$ cat src/include/iopw_regs.svh
// Register offsets, field positions, reset values and counts of the I/O port.
`ifndef IOPW_REGS_SVH
`define IOPW_REGS_SVH
`define IOPW_ADDR_PORT_A 8'h12
`define IOPW_ADDR_DIR_A 8'h13
`define IOPW_ADDR_PORT_B 8'h14
`define IOPW_ADDR_DIR_B 8'h15
`define IOPW_ADDR_FLAGS 8'h16
`define IOPW_ADDR_PORT_D 8'h18
`define IOPW_ADDR_DIR_D 8'h19
`define IOPW_WIDTH_A 8
`define IOPW_WIDTH_B 7
`define IOPW_WIDTH_D 5
`define IOPW_RST_A 8'hFF
`define IOPW_RST_B 7'h7F
`define IOPW_RST_D 5'h1F
`define IOPW_RST_FLAGS 8'h00
`define IOPW_FLAG_V0 0
`define IOPW_FLAG_V1 1
`define IOPW_FLAG_Z0 6
`define IOPW_FLAG_Z1 7
`define IOPW_Z_LO 4
`define IOPW_Z_HI 5
`define IOPW_V_LO 6
`define IOPW_V_HI 7
`define IOPW_SYNC_STAGES 2
`endif

$ cat src/include/iopw_pkg.sv
// Types shared by the I/O port with wake-up.
package iopw_pkg;
    // Power state of the device as seen by the port.
    typedef enum logic [0:0] {
        IOPW_RUN = 1'b0,
        IOPW_DOWN = 1'b1
    } iopw_pwr_t;
endpackage

$ cat src/verilog/iopw_top.sv
// I/O port block with direction control, latches and pin wake-up.
`timescale 1ns/10ps
`include "iopw_regs.svh"
// What this block does
// RL1: Twenty bidirectional lines over three mapped ports.
// RL2: Direction bit one means input, zero output.
// RL3: Output line reads return the data latch.
// RL4: Output latch holds until written again.
// RL5: Input reads sample pins, no latching.
// RL6: Reset sets data and direction to ones.
// RL7: Bit set and clear use read-modify-write.
// RL8: Pull-up only on input lines, by option.
// RL9: Halt stops clock until a wake event.
// RL10: Wake selectable per first-port line only.
// RL11: Falling edge on selected line wakes device.
// RL12: Z lines wake on both edges.
// RL13: V lines wake on both edges by option.
// RL14: V wake sets flag bits zero, one.
// RL15: Z wake sets flag bits six, seven.
// RL16: Reading Z port lines clears their flags.
// RL17: Shared timer line needs internal-clock timer mode.
// RL18: Software sets direction before port data.
// RL19: Direction writable bytewise or by single bit.
// RL20: Cleared flag reads set; event beats clear.
module iopw_top
    import iopw_pkg::*;
(
    input wire logic clk, // System clock, 200 MHz.
    input wire logic rst, // Synchronous reset, active high.
    input wire logic [7:0] mem_addr, // Data memory address.
    input wire logic mem_rd, // One-cycle read strobe at T2.
    input wire logic mem_wr, // One-cycle byte write strobe.
    input wire logic [7:0] mem_wdata, // Byte write data.
    input wire logic bit_op, // One-cycle single-bit instruction.
    input wire logic bit_set, // One sets the bit, zero clears it.
    input wire logic [2:0] bit_idx, // Bit addressed by bit_op.
    output logic [7:0] mem_rdata, // Read data, valid after mem_rd.
    output logic mem_rvalid, // Pulse marking mem_rdata valid.
    input wire logic halt, // One-cycle halt instruction pulse.
    output logic sys_clk_run, // High while the system clock runs.
    input wire logic [7:0] wake_sel, // Per-line wake option, port A.
    input wire logic v_wake_opt, // Both-edge wake option, V lines.
    input wire logic [19:0] pullup_opt, // Pull-up option per line.
    output logic [19:0] pullup_en, // Weak pull-up enables.
    input wire logic [7:0] pa_in, // Port A pin levels.
    output logic [7:0] pa_out, // Port A pin drive values.
    output logic [7:0] pa_oe, // Port A output enables.
    input wire logic [6:0] pb_in, // Port B pin levels.
    output logic [6:0] pb_out, // Port B pin drive values.
    output logic [6:0] pb_oe, // Port B output enables.
    input wire logic [4:0] pd_in, // Port D pin levels.
    output logic [4:0] pd_out, // Port D pin drive values.
    output logic [4:0] pd_oe // Port D output enables.
);

    // Output latches and direction registers of the three ports.
    logic [`IOPW_WIDTH_A-1:0] port_a_data;
    logic [`IOPW_WIDTH_A-1:0] port_a_direction;
    logic [`IOPW_WIDTH_B-1:0] port_b_data_lines;
    logic [`IOPW_WIDTH_B-1:0] port_b_direction_bits;
    logic [`IOPW_WIDTH_D-1:0] port_d_data_lines;
    logic [`IOPW_WIDTH_D-1:0] port_d_direction_bits;
    // Sticky wake-up flags, cleared by reading.
    logic [7:0] wake_edge_flags;
    // Power state.
    iopw_pwr_t pwr;

    // Two-stage synchronisers; stage one feeds only stage two.
    logic [19:0] pin_meta;
    logic [19:0] pin_sync;
    // Previous synchronised level for edge detection.
    logic [19:0] pin_prev;

    // Pins are asynchronous to clk, so they pass two flops first.
    always_ff @(posedge clk) begin
        if (rst) begin
            pin_meta <= 20'h00000;
            pin_sync <= 20'h00000;
            pin_prev <= 20'h00000;
        end else begin
            pin_meta <= {pd_in, pb_in, pa_in};
            pin_sync <= pin_meta;
            pin_prev <= pin_sync;
        end
    end

    // Synchronised levels split per port.
    wire [7:0] pa_sync = pin_sync[7:0];
    wire [6:0] pb_sync = pin_sync[14:8];
    wire [4:0] pd_sync = pin_sync[19:15];

    // Input lines show the pin, output lines the latch.
    wire [7:0] pa_view = (port_a_direction & pa_sync) |
        (~port_a_direction & port_a_data); // [RL3] [RL5]
    wire [6:0] pb_view = (port_b_direction_bits & pb_sync) |
        (~port_b_direction_bits & port_b_data_lines); // [RL3] [RL5]
    wire [4:0] pd_view = (port_d_direction_bits & pd_sync) |
        (~port_d_direction_bits & port_d_data_lines); // [RL3] [RL5]

    // Address decode, shared by read, write and bit paths.
    wire sel_pa = (mem_addr == `IOPW_ADDR_PORT_A);
    wire sel_pac = (mem_addr == `IOPW_ADDR_DIR_A);
    wire sel_pb = (mem_addr == `IOPW_ADDR_PORT_B);
    wire sel_pbc = (mem_addr == `IOPW_ADDR_DIR_B);
    wire sel_flags = (mem_addr == `IOPW_ADDR_FLAGS);
    wire sel_pd = (mem_addr == `IOPW_ADDR_PORT_D);
    wire sel_pdc = (mem_addr == `IOPW_ADDR_DIR_D);

    // Current value of the addressed register, zero if unmapped.
    wire [7:0] cur_val =
        sel_pa ? pa_view :
        sel_pac ? port_a_direction :
        sel_pb ? {1'b0, pb_view} :
        sel_pbc ? {1'b0, port_b_direction_bits} :
        sel_flags ? wake_edge_flags :
        sel_pd ? {3'b000, pd_view} :
        sel_pdc ? {3'b000, port_d_direction_bits} : 8'h00;

    // Replaces one bit of a byte; used for every port register.
    function automatic logic [7:0] put_bit(input logic [7:0] val,
                                           input logic [2:0] idx,
                                           input logic bv);
        logic [7:0] res;
        res = val;
        res[idx] = bv;
        return res;
    endfunction

    // Value stored by a byte write or a read-modify-write bit op.
    // The whole port is read, one bit changed, all bits written back.
    wire [7:0] bit_val = put_bit(cur_val, bit_idx, bit_set); // [RL7]
    wire [7:0] store_val = bit_op ? bit_val : mem_wdata;
    wire store = mem_wr | bit_op;

    // Latch and direction update. Latches change only on a store.
    always_ff @(posedge clk) begin
        if (rst) begin
            port_a_data <= `IOPW_RST_A; // [RL6]
            port_a_direction <= `IOPW_RST_A; // [RL6]
            port_b_data_lines <= `IOPW_RST_B; // [RL6]
            port_b_direction_bits <= `IOPW_RST_B; // [RL6]
            port_d_data_lines <= `IOPW_RST_D; // [RL6]
            port_d_direction_bits <= `IOPW_RST_D; // [RL6]
        end else if (store) begin
            // Only the addressed register takes the value. [RL4]
            if (sel_pa) port_a_data <= store_val;
            if (sel_pac) port_a_direction <= store_val; // [RL19]
            if (sel_pb) port_b_data_lines <= store_val[6:0];
            if (sel_pbc) port_b_direction_bits <= store_val[6:0]; // [RL19]
            if (sel_pd) port_d_data_lines <= store_val[4:0];
            if (sel_pdc) port_d_direction_bits <= store_val[4:0]; // [RL19]
        end
    end

    // Pin drive. A direction bit of one releases the pin. [RL1] [RL2]
    assign pa_out = port_a_data;
    assign pa_oe = ~port_a_direction;
    assign pb_out = port_b_data_lines;
    assign pb_oe = ~port_b_direction_bits;
    assign pd_out = port_d_data_lines;
    assign pd_oe = ~port_d_direction_bits;

    // Pull-ups only on lines set as inputs and enabled by option.
    assign pullup_en = pullup_opt & {port_d_direction_bits,
        port_b_direction_bits, port_a_direction}; // [RL8]

    // Read data is registered: one cycle after the strobe.
    always_ff @(posedge clk) begin
        if (rst) begin
            mem_rdata <= 8'h00;
            mem_rvalid <= 1'b0;
        end else begin
            mem_rvalid <= mem_rd;
            if (mem_rd) mem_rdata <= cur_val; // [RL5] [RL20]
        end
    end

    // Edge detection on port A; other ports never wake. [RL10]
    wire [7:0] pa_prev = pin_prev[7:0];
    wire [7:0] pa_fall = pa_prev & ~pa_sync;
    wire [7:0] pa_rise = ~pa_prev & pa_sync;
    // Falling edges wake on any selected line. [RL11]
    wire [7:0] fall_wake = pa_fall & wake_sel;
    // Z lines also wake on rising edges when selected. [RL12]
    wire [1:0] z_rise = pa_rise[`IOPW_Z_HI:`IOPW_Z_LO] &
        wake_sel[`IOPW_Z_HI:`IOPW_Z_LO];
    // V lines wake on both edges only under their option. [RL13]
    wire [1:0] v_any = (pa_rise[`IOPW_V_HI:`IOPW_V_LO] |
        pa_fall[`IOPW_V_HI:`IOPW_V_LO]) & {2{v_wake_opt}};
    wire [1:0] z_any = z_rise | fall_wake[`IOPW_Z_HI:`IOPW_Z_LO];
    wire [1:0] v_hit = v_any | fall_wake[`IOPW_V_HI:`IOPW_V_LO];
    wire wake_evt = (pwr == IOPW_DOWN) &&
        ((|fall_wake) || (|z_any) || (|v_any));

    // Power state. Halt stops the clock; a wake event restarts it.
    iopw_pwr_t next_pwr;
    always_comb begin
        next_pwr = pwr;
        case (pwr)
            IOPW_RUN: if (halt) next_pwr = IOPW_DOWN; // [RL9]
            IOPW_DOWN: if (wake_evt) next_pwr = IOPW_RUN; // [RL11]
            default: next_pwr = IOPW_RUN;
        endcase
    end

    always_ff @(posedge clk) begin
        if (rst) pwr <= IOPW_RUN;
        else pwr <= next_pwr;
    end

    // The core clock gate follows the power state directly.
    assign sys_clk_run = (pwr == IOPW_RUN); // [RL9]

    // Flag set terms, raised only by a wake from power-down.
    wire down = (pwr == IOPW_DOWN);
    logic [7:0] flag_set;
    always_comb begin
        flag_set = 8'h00;
        flag_set[`IOPW_FLAG_V0] = down & v_hit[0]; // [RL14]
        flag_set[`IOPW_FLAG_V1] = down & v_hit[1]; // [RL14]
        flag_set[`IOPW_FLAG_Z0] = down & z_any[0]; // [RL15]
        flag_set[`IOPW_FLAG_Z1] = down & z_any[1]; // [RL15]
    end

    // Clear terms: a flag read clears all; a port A read clears Z.
    wire [7:0] flag_clr = (mem_rd & sel_flags) ? 8'hFF :
        (mem_rd & sel_pa) ? 8'hC0 : 8'h00; // [RL15] [RL16]

    // The read samples before the clear, and a set beats a clear,
    // so no wake event can slip through a coinciding read.
    always_ff @(posedge clk) begin
        if (rst) wake_edge_flags <= `IOPW_RST_FLAGS;
        else wake_edge_flags <= (wake_edge_flags & ~flag_clr) |
            flag_set; // [RL20]
    end
endmodule // iopw_top

$ cat config.mk
export PLATFORM = sky130hd
export DESIGN_NAME = iopw_top
export DESIGN_NICKNAME = d
export VERILOG_FILES = /design/src/include/iopw_pkg.sv /design/src/verilog/iopw_top.sv
export VERILOG_INCLUDE_DIRS = /design/src /design/src/include
export SDC_FILE = /design/constraint.sdc
export NUM_CORES = 1
export LEC_CHECK = 0
export BUFFER_PORTS_ARGS = -buffer_cell sky130_fd_sc_hd__clkbuf_2
export CAP_MARGIN = 30
export CORE_MARGIN = 4
export CORE_UTILIZATION = 35
export DETAILED_ROUTE_END_ITERATION = 8
export GPL_TIMING_DRIVEN = 0
export PLACE_DENSITY = 0.58
export REMOVE_ABC_BUFFERS = 1
export SYNTH_ARGS = -nofsm -noshare
export SYNTH_HDL_FRONTEND = slang
export SYNTH_SLANG_ARGS = --single-unit
export TNS_END_PERCENT = 30
$ cat constraint.sdc
create_clock -name clk -period 3.8 [get_ports clk]
set_clock_uncertainty 0.05 [all_clocks]
set_input_delay 0.76 -clock clk [delete_from_list [all_inputs] [get_ports clk]]
set_output_delay 0.76 -clock clk [all_outputs]
set_load 0.01 [all_outputs]
==> results_dict.tcl, run 1 <==
set metrics [dict create \
    start_util 0.362 \
    netlist_area_um2 4850 \
    p_seq_frac 0.519 \
    h-tree-depth 3 \
    wirelength_um 14600 \
    gp_congestion 0.852 \
    hpwl_um 11000 \
    placed_cells 824 \
    setup_viol 0 \
    drive_gt1_frac 0.281 \
    port_buffers 144 \
    cts_hold_buf 0 \
    cts_setup_buffers 0 \
    clockBufferDepth 2 \
    cp.required_ns 3.99 \
    ys_warn_count 0 \
    use_met2 0.296 \
    cp.arrival_ns 3.14 \
    layout.cells.most_common_list "clkbuf_2 (143), dfxtp_1 (106), nor2b_1 (58), inv_1 (35), nor2_1 (29)" \
    maxSlewViolCount 0 \
    cp_max_fo 34 \
    period_minus_slack_ns 2.95 \
    dr.pass1.iters 5 \
    postCtsResizedCells 0 \
    n_antenna_cell 0 \
    grt_pass1_vias 4305 \
    layout.filler_cells 1347 \
    hold_depth 1 \
    dr_total_vias 4398 \
    num_io_pins 145 \
    overflow 0 \
    status "finished clean" \
    max_clock_freq_ghz 0.338 \
    ir_drop_mv 0.213 \
    drv_cap 0 \
    die_h_um 126 \
    synthXorXnorAreaFrac 0.00361 \
    synthDistinctLibCells 74 \
    synthAdderAreaFrac 0.00516 \
    power.net_switching_uw 538 \
    synth-simple-area-share 0.254 \
    grt_pass1_wl_um 22900 \
    rows 42 \
    power.share.clock 0.373 \
    synth_enable_flop_cells 0 \
    vias_per_cell 5.24 \
    area_growth_pct 21.7 \
    total_power_mw 2.21 \
    path_clk_slew_ns 0.07 \
    grt_use_met1 0.238 \
    die_w_um 126 \
    grt_util_all_layers 0.184 \
    met3_usage 0.0517 \
    drt_iter0_markers 292 \
    ant_nets 0 \
    max_slew_margin 0.436 \
    layout_commonest_cell "clkbuf_2" \
    reg2reg_from "port_d_direction_bits[3]" \
    critPathLaunchType "primary input" \
    rsz0062_at_grt "no" \
    synth_area_leaders "dfxtp_1 (44%), nor2b_1 (7.5%), mux2i_1 (3.3%), and2_1 (2.7%), inv_1 (2.7%)" \
    clkLatencyLatePin_ns 0.34 \
    hold_end "pin_sync[5]" \
    hp-class "reg -> reg" \
    avgSynthCellArea_um2 8.99 \
    synthMuxAreaShare 0.0377 \
    core_um2 13400 \
    synth_top_area_cell "dfxtp_1" \
    reg2reg_to "port_b_direction_bits[3]" \
    antenna_found_initial 0 \
    critPathKind "in -> reg" \
    tightestPinTransition_ns 0.844 \
    remaining_drc_errors 0 \
    synth_top_area_frac 0.438 \
    synth_compound_area_frac 0.197 \
    cts.root.buffer_cell "clkbuf_16" \
    synthArstFlopShare 0 \
    grt_max_degree 60 \
    synthCells 539 \
    finalHoldViolations 0 \
    worstSetupEndpointType "flop" \
    synth_ff_type "dfxtp_1" \
    p_int_mw 1.67 \
    r2r_setup_slack_ns 1.75 \
    fin_crit_sh 0.778 \
    finalSetupTns_ns 0 \
    p_comb_frac 0.108 \
    final_nets 736 \
    synth_top_family_by_area "simple AND/OR/NAND/NOR gates" \
    power_density_nw_per_um2 375 \
    wl_per_cell_um 17.4 \
    cts.sinks 106 \
    hp-start "pin_meta[5]" \
    fin_cells 839 \
    cts_tree "done" \
    dieArea_um2 15800 \
    yosysSeqAreaShare 0.438 \
    p_sw_frac 0.244 \
    ys_seq_elements 106 \
    p_leak_nw 2.66 \
    cts_made_buffers 9 \
    grt_most_used_layer "met2" \
    r2r_cells 5 \
]
==> cell type report <==
class                   count  area, um^2  share of cell area
clock inverters             4        20.0             0.00339
inverters                  35         131              0.0223
well taps                 176         220              0.0373
multi-input cells         361        2410               0.409
flip-flops and latches    106        2120               0.360
clock buffers              11         233              0.0395
repair buffers            146         762               0.129
==> state kept, by name, summed over array words and instances (netlist names), 8 cells and up <==
name and cells:
mem_rdata 8, pa_out 8, pin_meta 20, pin_prev 8
pin_sync 20, port_a_direction 8, wake_edge_flags 8
==> worst max-delay path by stage <==
stage	endpoint	startpoint	slack, ns
floorplan	port_a_direction[4]	mem_addr[5]	1.08
global placement	port_a_direction[2]	rst	0.14
detailed placement	port_a_direction[4]	mem_addr[0]	0.52
CTS	port_a_direction[4]	mem_addr[0]	0.89
global route	port_a_direction[5]	mem_addr[0]	0.76
finish	port_a_direction[4]	mem_addr[0]	0.85
==> cell families after synthesis <==
logic type / after synthesis
buf+inv: 72
xor+xnor: 2
fa+ha+maj: 2
compound gates: 131
simple gates: 208
flops: 106
mux: 18
==> critical path, stage by stage <==
cell,delay [ns]
clkbuf_2,0.55
inv_1,0.52
nor4_4,0.75
buf_6,0.24
nor2_1,0.05
a211o_1,0.25
==> power groups by stage <==
stage          combinational (mW)  clock, mW  sequential, mW
2_1_floorplan               0.114          0            1.17
3_3_place_gp                0.231          0            1.17
3_5_place_dp                0.237          0            1.17
4_1_cts                     0.238      0.852            1.15
5_1_grt                     0.261      0.893            1.15
6_report                    0.238      0.824            1.15
==> synth_stat cells (all sizes together) (3+ instances only) <==
library cell	count
o31ai	5
a32oi	4
nand2	26
nor4	3
a21oi	27
and3	6
or3b	4
buf	16
o211ai	3
inv	35
a22oi	7
nor3	22
nor2	30
nand2b	7
nor2b	58
a211oi	3
and2	21
mux2i	16
o311a	4
o21ai	22
a211o	10
clkbuf	21
o21a	3
nand4	5
o32ai	3
a31oi	16
dfxtp	106
or4b	3
nand3	11
and4	3
==> metal layers <==
layer	share of wire	vias up
met5	0	-
met1	0.44	2076
met3	0.075	18
met2	0.46	160
li1	-	2144
met4	0.018	0
==> metrics by stage <==
stage,worst slack (ns),hold slack (ns),area [um^2],util
2_1_floorplan,1.08,0.364,4660,-
3_3_place_gp,0.142,0.368,5600,0.418
3_5_place_dp,0.519,0.373,5650,0.421
4_1_cts,0.893,0.388,5900,0.440
5_1_grt,0.757,0.404,5900,0.440
6_report,0.845,0.385,5900,0.440
(Power assumes the default switching activity.)
==> run 2: changes to the inputs <==
- PLACE_DENSITY: 0.58 -> 0.6
- clock period: 3.8 -> 2.6 ns (I/O delays scaled with it)
==> run 2 against run 1 <==
  * Sequential share of layout area decreased by 0.44 points
  * Sequential cell count unchanged
  * Largest cell class unchanged
  * Power increased by 49%
  * Largest power group unchanged
  * Wire length increased by 1.9%
  * Combinational power rose by 49%
  * Cell count grew 0.95%
  * Sequential power is 46% higher
  * Clock power up 53%
  * Non-clock buffer count grew 7
  * Core utilization is 0.54 points higher
  * Final area increased by 1.2%
  * Critical path type unchanged
==> results_dict.tcl, run 2 (same netlist as run 1, synthesis figures left out) <==
set metrics [dict create \
    fin_crit_sh 0.962 \
    finalHoldViolations 0 \
    hpwl_um 10900 \
    drive_gt1_frac 0.291 \
    vias_per_cell 5.30 \
    die_h_um 126 \
    setup_viol 0 \
    cts_tree "done" \
    remaining_drc_errors 0 \
    tightestPinTransition_ns 0.844 \
    drv_cap 0 \
    critPathKind "in -> reg" \
    hold_depth 2 \
    h-tree-depth 3 \
    n_antenna_cell 0 \
    path_clk_slew_ns 0.07 \
    die_w_um 126 \
    grt_pass1_vias 4327 \
    crit_chain "clkbuf_2 > or4b_1 > nor4_4 > buf_6 > nor2_1 > a211o_1" \
    dieArea_um2 15800 \
    grt_max_degree 71 \
    rsz0062_at_grt "no" \
    area_growth_pct 23.2 \
    drt_iter0_markers 308 \
    num_io_pins 145 \
    hp-class "in -> reg" \
    power_density_nw_per_um2 551 \
    layout_commonest_cell "clkbuf_2" \
    cp.arrival_ns 2.70 \
    core_um2 13400 \
    ir_drop_mv 0.302 \
    grt_util_all_layers 0.186 \
    status "finished clean" \
    dr.pass1.iters 5 \
    gp_congestion 0.893 \
    layout.filler_cells 1350 \
    grt_pass1_wl_um 23300 \
    slowest_delay_ns 0.85 \
    critPathLaunchType "primary input" \
    cts.sinks 106 \
    p_leak_nw 2.70 \
    wirelength_um 14800 \
    cts.root.buffer_cell "clkbuf_16" \
    dr_total_vias 4493 \
    seqCellArea_um2 2120 \
    antenna_found_initial 0 \
    setup_ws_ns 0.0999 \
    clkLatencyLatePin_ns 0.36 \
    max_clock_freq_ghz 0.400 \
    start_util 0.362 \
    cts_made_buffers 9 \
    worstSetupEndpointType "flop" \
    multi_input_area_um2 2410 \
    max_slew_margin 0.436 \
    final_nets 743 \
    period_minus_slack_ns 2.50 \
    overflow 0 \
    finalSetupTns_ns 0 \
    rows 42 \
    maxSlewViolCount 0 \
    pre_cts_ws_ns -0.422 \
    r2r_cells 5 \
    cts_hold_buf 0 \
    layout.cells.most_common_list "clkbuf_2 (143), dfxtp_1 (106), nor2b_1 (58), inv_1 (34), nor2_1 (29)" \
    ant_nets 0 \
    port_buffers 144 \
    clockBufferDepth 2 \
    crit_slowest_cell "or4b_1" \
    wl_per_cell_um 17.5 \
    cp.required_ns 2.80 \
    cp_max_fo 10 \
    reg_top3 "pin_meta x20, pin_sync x20" \
]
run 2: area by class of cell:
class | count | area share
clock inverter | 3 | 0.00251
sequential | 106 | 0.355
tap | 176 | 0.0369
timing repair buffer | 153 | 0.136
multi-input combinational | 361 | 0.404
inverter | 35 | 0.0226
clock buffer | 13 | 0.0419
run 2: worst max-delay path, delay by kind of cell:
kind                   cells  cell delay (ns)
AOI/OAI and AO/OA          1             0.25
buffers and inverters      2             0.34
and+or+nand+nor            3             1.58
run 2: worst paths after layout:
check / slack (ns) / start / endpoint
worst max register to register: 0.51 / port_d_direction_bits[3] / pd_out[3]
worst min register to register: 0.39 / pin_meta[5] / pin_sync[5]
worst min-delay path: 0.32 / pd_in[2] / pin_meta[17]
worst max-delay path: 0.1 / mem_addr[5] / port_a_direction[4]
run 2: where the power goes:
group          switching (mW)  internal, mW  leakage (nW)
registers              0.0162          1.66         0.866
clock network           0.584         0.672         0.133
logic                   0.208         0.146          1.70
run 2: stage by stage:
step | cells | area (um^2) | power [mW] | utilization | hold slack (ns)
4_1_cts | 840 | 5910 | 3.33 | 0.441 | 0.305
3_5_place_dp | 824 | 5650 | 2.06 | 0.421 | 0.373
5_1_grt | 847 | 5970 | 3.43 | 0.446 | 0.316
6_report | 847 | 5970 | 3.29 | 0.446 | 0.318
3_3_place_gp | 822 | 5600 | 2.05 | 0.418 | 0.368
2_1_floorplan | 502 | 4660 | 1.88 | - | 0.364
run 2: per-layer routing:
metal / global-route usage / share of wire
met3: 0.0614 / 0.086
met2: 0.294 / 0.48
met1: 0.239 / 0.42
met4: 0.0670 / 0.018
met5: 0 / 0
run 2: repair_timing:
| item | 4_1_cts | 5_1_grt |
|---|---|---|
| endpoints found under the setup margin | 2 | 15 |
| resized for setup | 0 | 2 |
| pin swaps | 1 | 1 |
| gates cloned | 0 | 0 |
| buffers inserted | 0 | 7 |
==> run 3: changes to the inputs <==
- ABC_CLOCK_PERIOD_IN_PS: default -> 2800
- CTS_BUF_LIST: default -> sky130_fd_sc_hd__clkbuf_2 sky130_fd_sc_hd__clkbuf_4 sky130_fd_sc_hd__clkbuf_8
- PLACE_DENSITY: 0.6 -> 0.58
- clock period: 2.6 -> 2.8 ns (I/O delays scaled with it)
==> run 3 against run 2 <==
  * Largest cell class unchanged
  * Clock power shrank 34%
  * Final area shrank 2.8%
  * Critical path type unchanged
  * Sequential share of layout area is 1.0 points higher
  * Combinational power is 8.8% lower
  * Largest power group unchanged
==> results_dict.tcl, run 3 (same netlist as run 1, synthesis figures left out) <==
set metrics [dict create \
    status "finished clean" \
    grt_util_all_layers 0.184 \
    cts_hold_buf 0 \
    crit_chain "clkbuf_2 > inv_1 > nor4_4 > buf_6 > nor2_1 > a211o_1" \
    num_io_pins 145 \
    critPathLaunchType "primary input" \
    max_slew_margin 0.435 \
    seqCellArea_um2 2120 \
    die_w_um 126 \
    layout_commonest_cell "clkbuf_2" \
    total_power_mw 2.71 \
    reg2reg_from "port_d_direction_bits[3]" \
    remaining_drc_errors 0 \
    cts_setup_buffers 0 \
    layout.filler_cells 1367 \
    finalHoldViolations 0 \
    power.net_switching_uw 705 \
    period_minus_slack_ns 2.70 \
    n_antenna_cell 0 \
    antenna_found_initial 0 \
    fin_cells 839 \
    cp.required_ns 3.03 \
    dr.pass1.iters 5 \
    postCtsResizedCells 0 \
    placed_cells 824 \
    hpwl_um 11000 \
    cp_max_fo 34 \
    p_int_mw 2.01 \
    clockBufferDepth 2 \
    p_sw_frac 0.260 \
    overflow 0 \
    p_leak_nw 2.62 \
    crit_slowest_cell "nor4_4" \
    slowest_delay_ns 0.75 \
    rsz0062_at_grt "no" \
    cts.sinks 106 \
    path_clk_slew_ns 0.10 \
    die_h_um 126 \
    grt_pass1_vias 4318 \
    power_density_nw_per_um2 467 \
    drive_gt1_frac 0.284 \
    maxSlewViolCount 0 \
    vias_per_cell 5.26 \
    fin_crit_sh 0.966 \
    dieArea_um2 15800 \
    cts_tree "done" \
    cts.root.buffer_cell "clkbuf_8" \
    wl_per_cell_um 17.5 \
    max_clock_freq_ghz 0.370 \
    multi_input_area_um2 2410 \
    rows 42 \
    critPathBufInv 3 \
    drv_cap 0 \
    setup_viol 0 \
    h-tree-depth 3 \
    worstSetupEndpointType "flop" \
    power.share.clock 0.307 \
    port_buffers 144 \
    ant_nets 0 \
    tightestPinTransition_ns 0.846 \
    grt_max_degree 60 \
    cts_made_buffers 9 \
    reg_top3 "pin_meta x20, pin_sync x20" \
    grt_pass1_wl_um 22900 \
    hp-start "pd_in[2]" \
    critPathKind "in -> reg" \
    clkLatencyLatePin_ns 0.39 \
    final_core_util 0.433 \
    core_um2 13400 \
    startpoint "mem_addr[0]" \
    p_comb_frac 0.119 \
    layout.cells.most_common_list "clkbuf_2 (143), dfxtp_1 (106), nor2b_1 (58), inv_1 (35), nor2_1 (29)" \
    hp-class "in -> reg" \
    area_growth_pct 19.8 \
    cp.arrival_ns 2.94 \
    gp_congestion 0.852 \
    final_nets 736 \
    dr_total_vias 4410 \
    crit_family "buffers and inverters" \
    wirelength_um 14700 \
    ir_drop_mv 0.277 \
    p_seq_frac 0.574 \
    start_util 0.362 \
    drt_iter0_markers 278 \
]
## run 3: cell count changes in the layout (fill, tap and decap cells not counted), moves of 2 or more
cell       change
clkbuf_8       +8
clkbuf_1       -3
buf_4          -7
clkbuf_4       +2
clkbuf_16      -9
## run 3: layout make-up
type / count / share of cell area
clock buffer: 11 / 0.0239
clock inverter: 4 / 0.00345
inverter: 35 / 0.0226
multi-input combinational: 361 / 0.415
sequential: 106 / 0.366
tap: 176 / 0.0379
timing repair buffer: 146 / 0.131
## run 3: path summary, 6_finish.rpt
kind,slack (ns),cells after the start,to
setup reg to reg,0.74,5,pb_out[3]
setup / recovery,0.1,6,port_a_direction[4]
hold / removal,0.33,2,pin_meta[17]
hold reg to reg,0.39,1,pin_sync[9]
## run 3: through the flow
step                worst slack, ns  hold slack (ns)  instance area [um^2]  TNS [ns]
detailed placement           -0.281            0.373                  5650     -3.41
CTS                           0.149            0.305                  5800         0
floorplan                     0.276            0.364                  4660         0
finish                       0.0953            0.325                  5800         0
global placement             -0.658            0.368                  5600    -14.12
global route                0.00801            0.316                  5800         0
## run 3: power groups by stage
stage          registers [mW]  logic (mW)  clock network [mW]
2_1_floorplan            1.59       0.155                   0
3_3_place_gp             1.59       0.313                   0
3_5_place_dp             1.59       0.322                   0
4_1_cts                  1.56       0.323               0.865
5_1_grt                  1.56       0.354               0.921
6_report                 1.56       0.323               0.832
## run 3: routing by layer
metal / track usage / vias up / part of all wire
met5: 0 / - / 0
met4: 0.0657 / 0 / 0.023
met3: 0.0555 / 25 / 0.084
met2: 0.298 / 173 / 0.46
met1: 0.234 / 2075 / 0.43
li1: - / 2137 / -
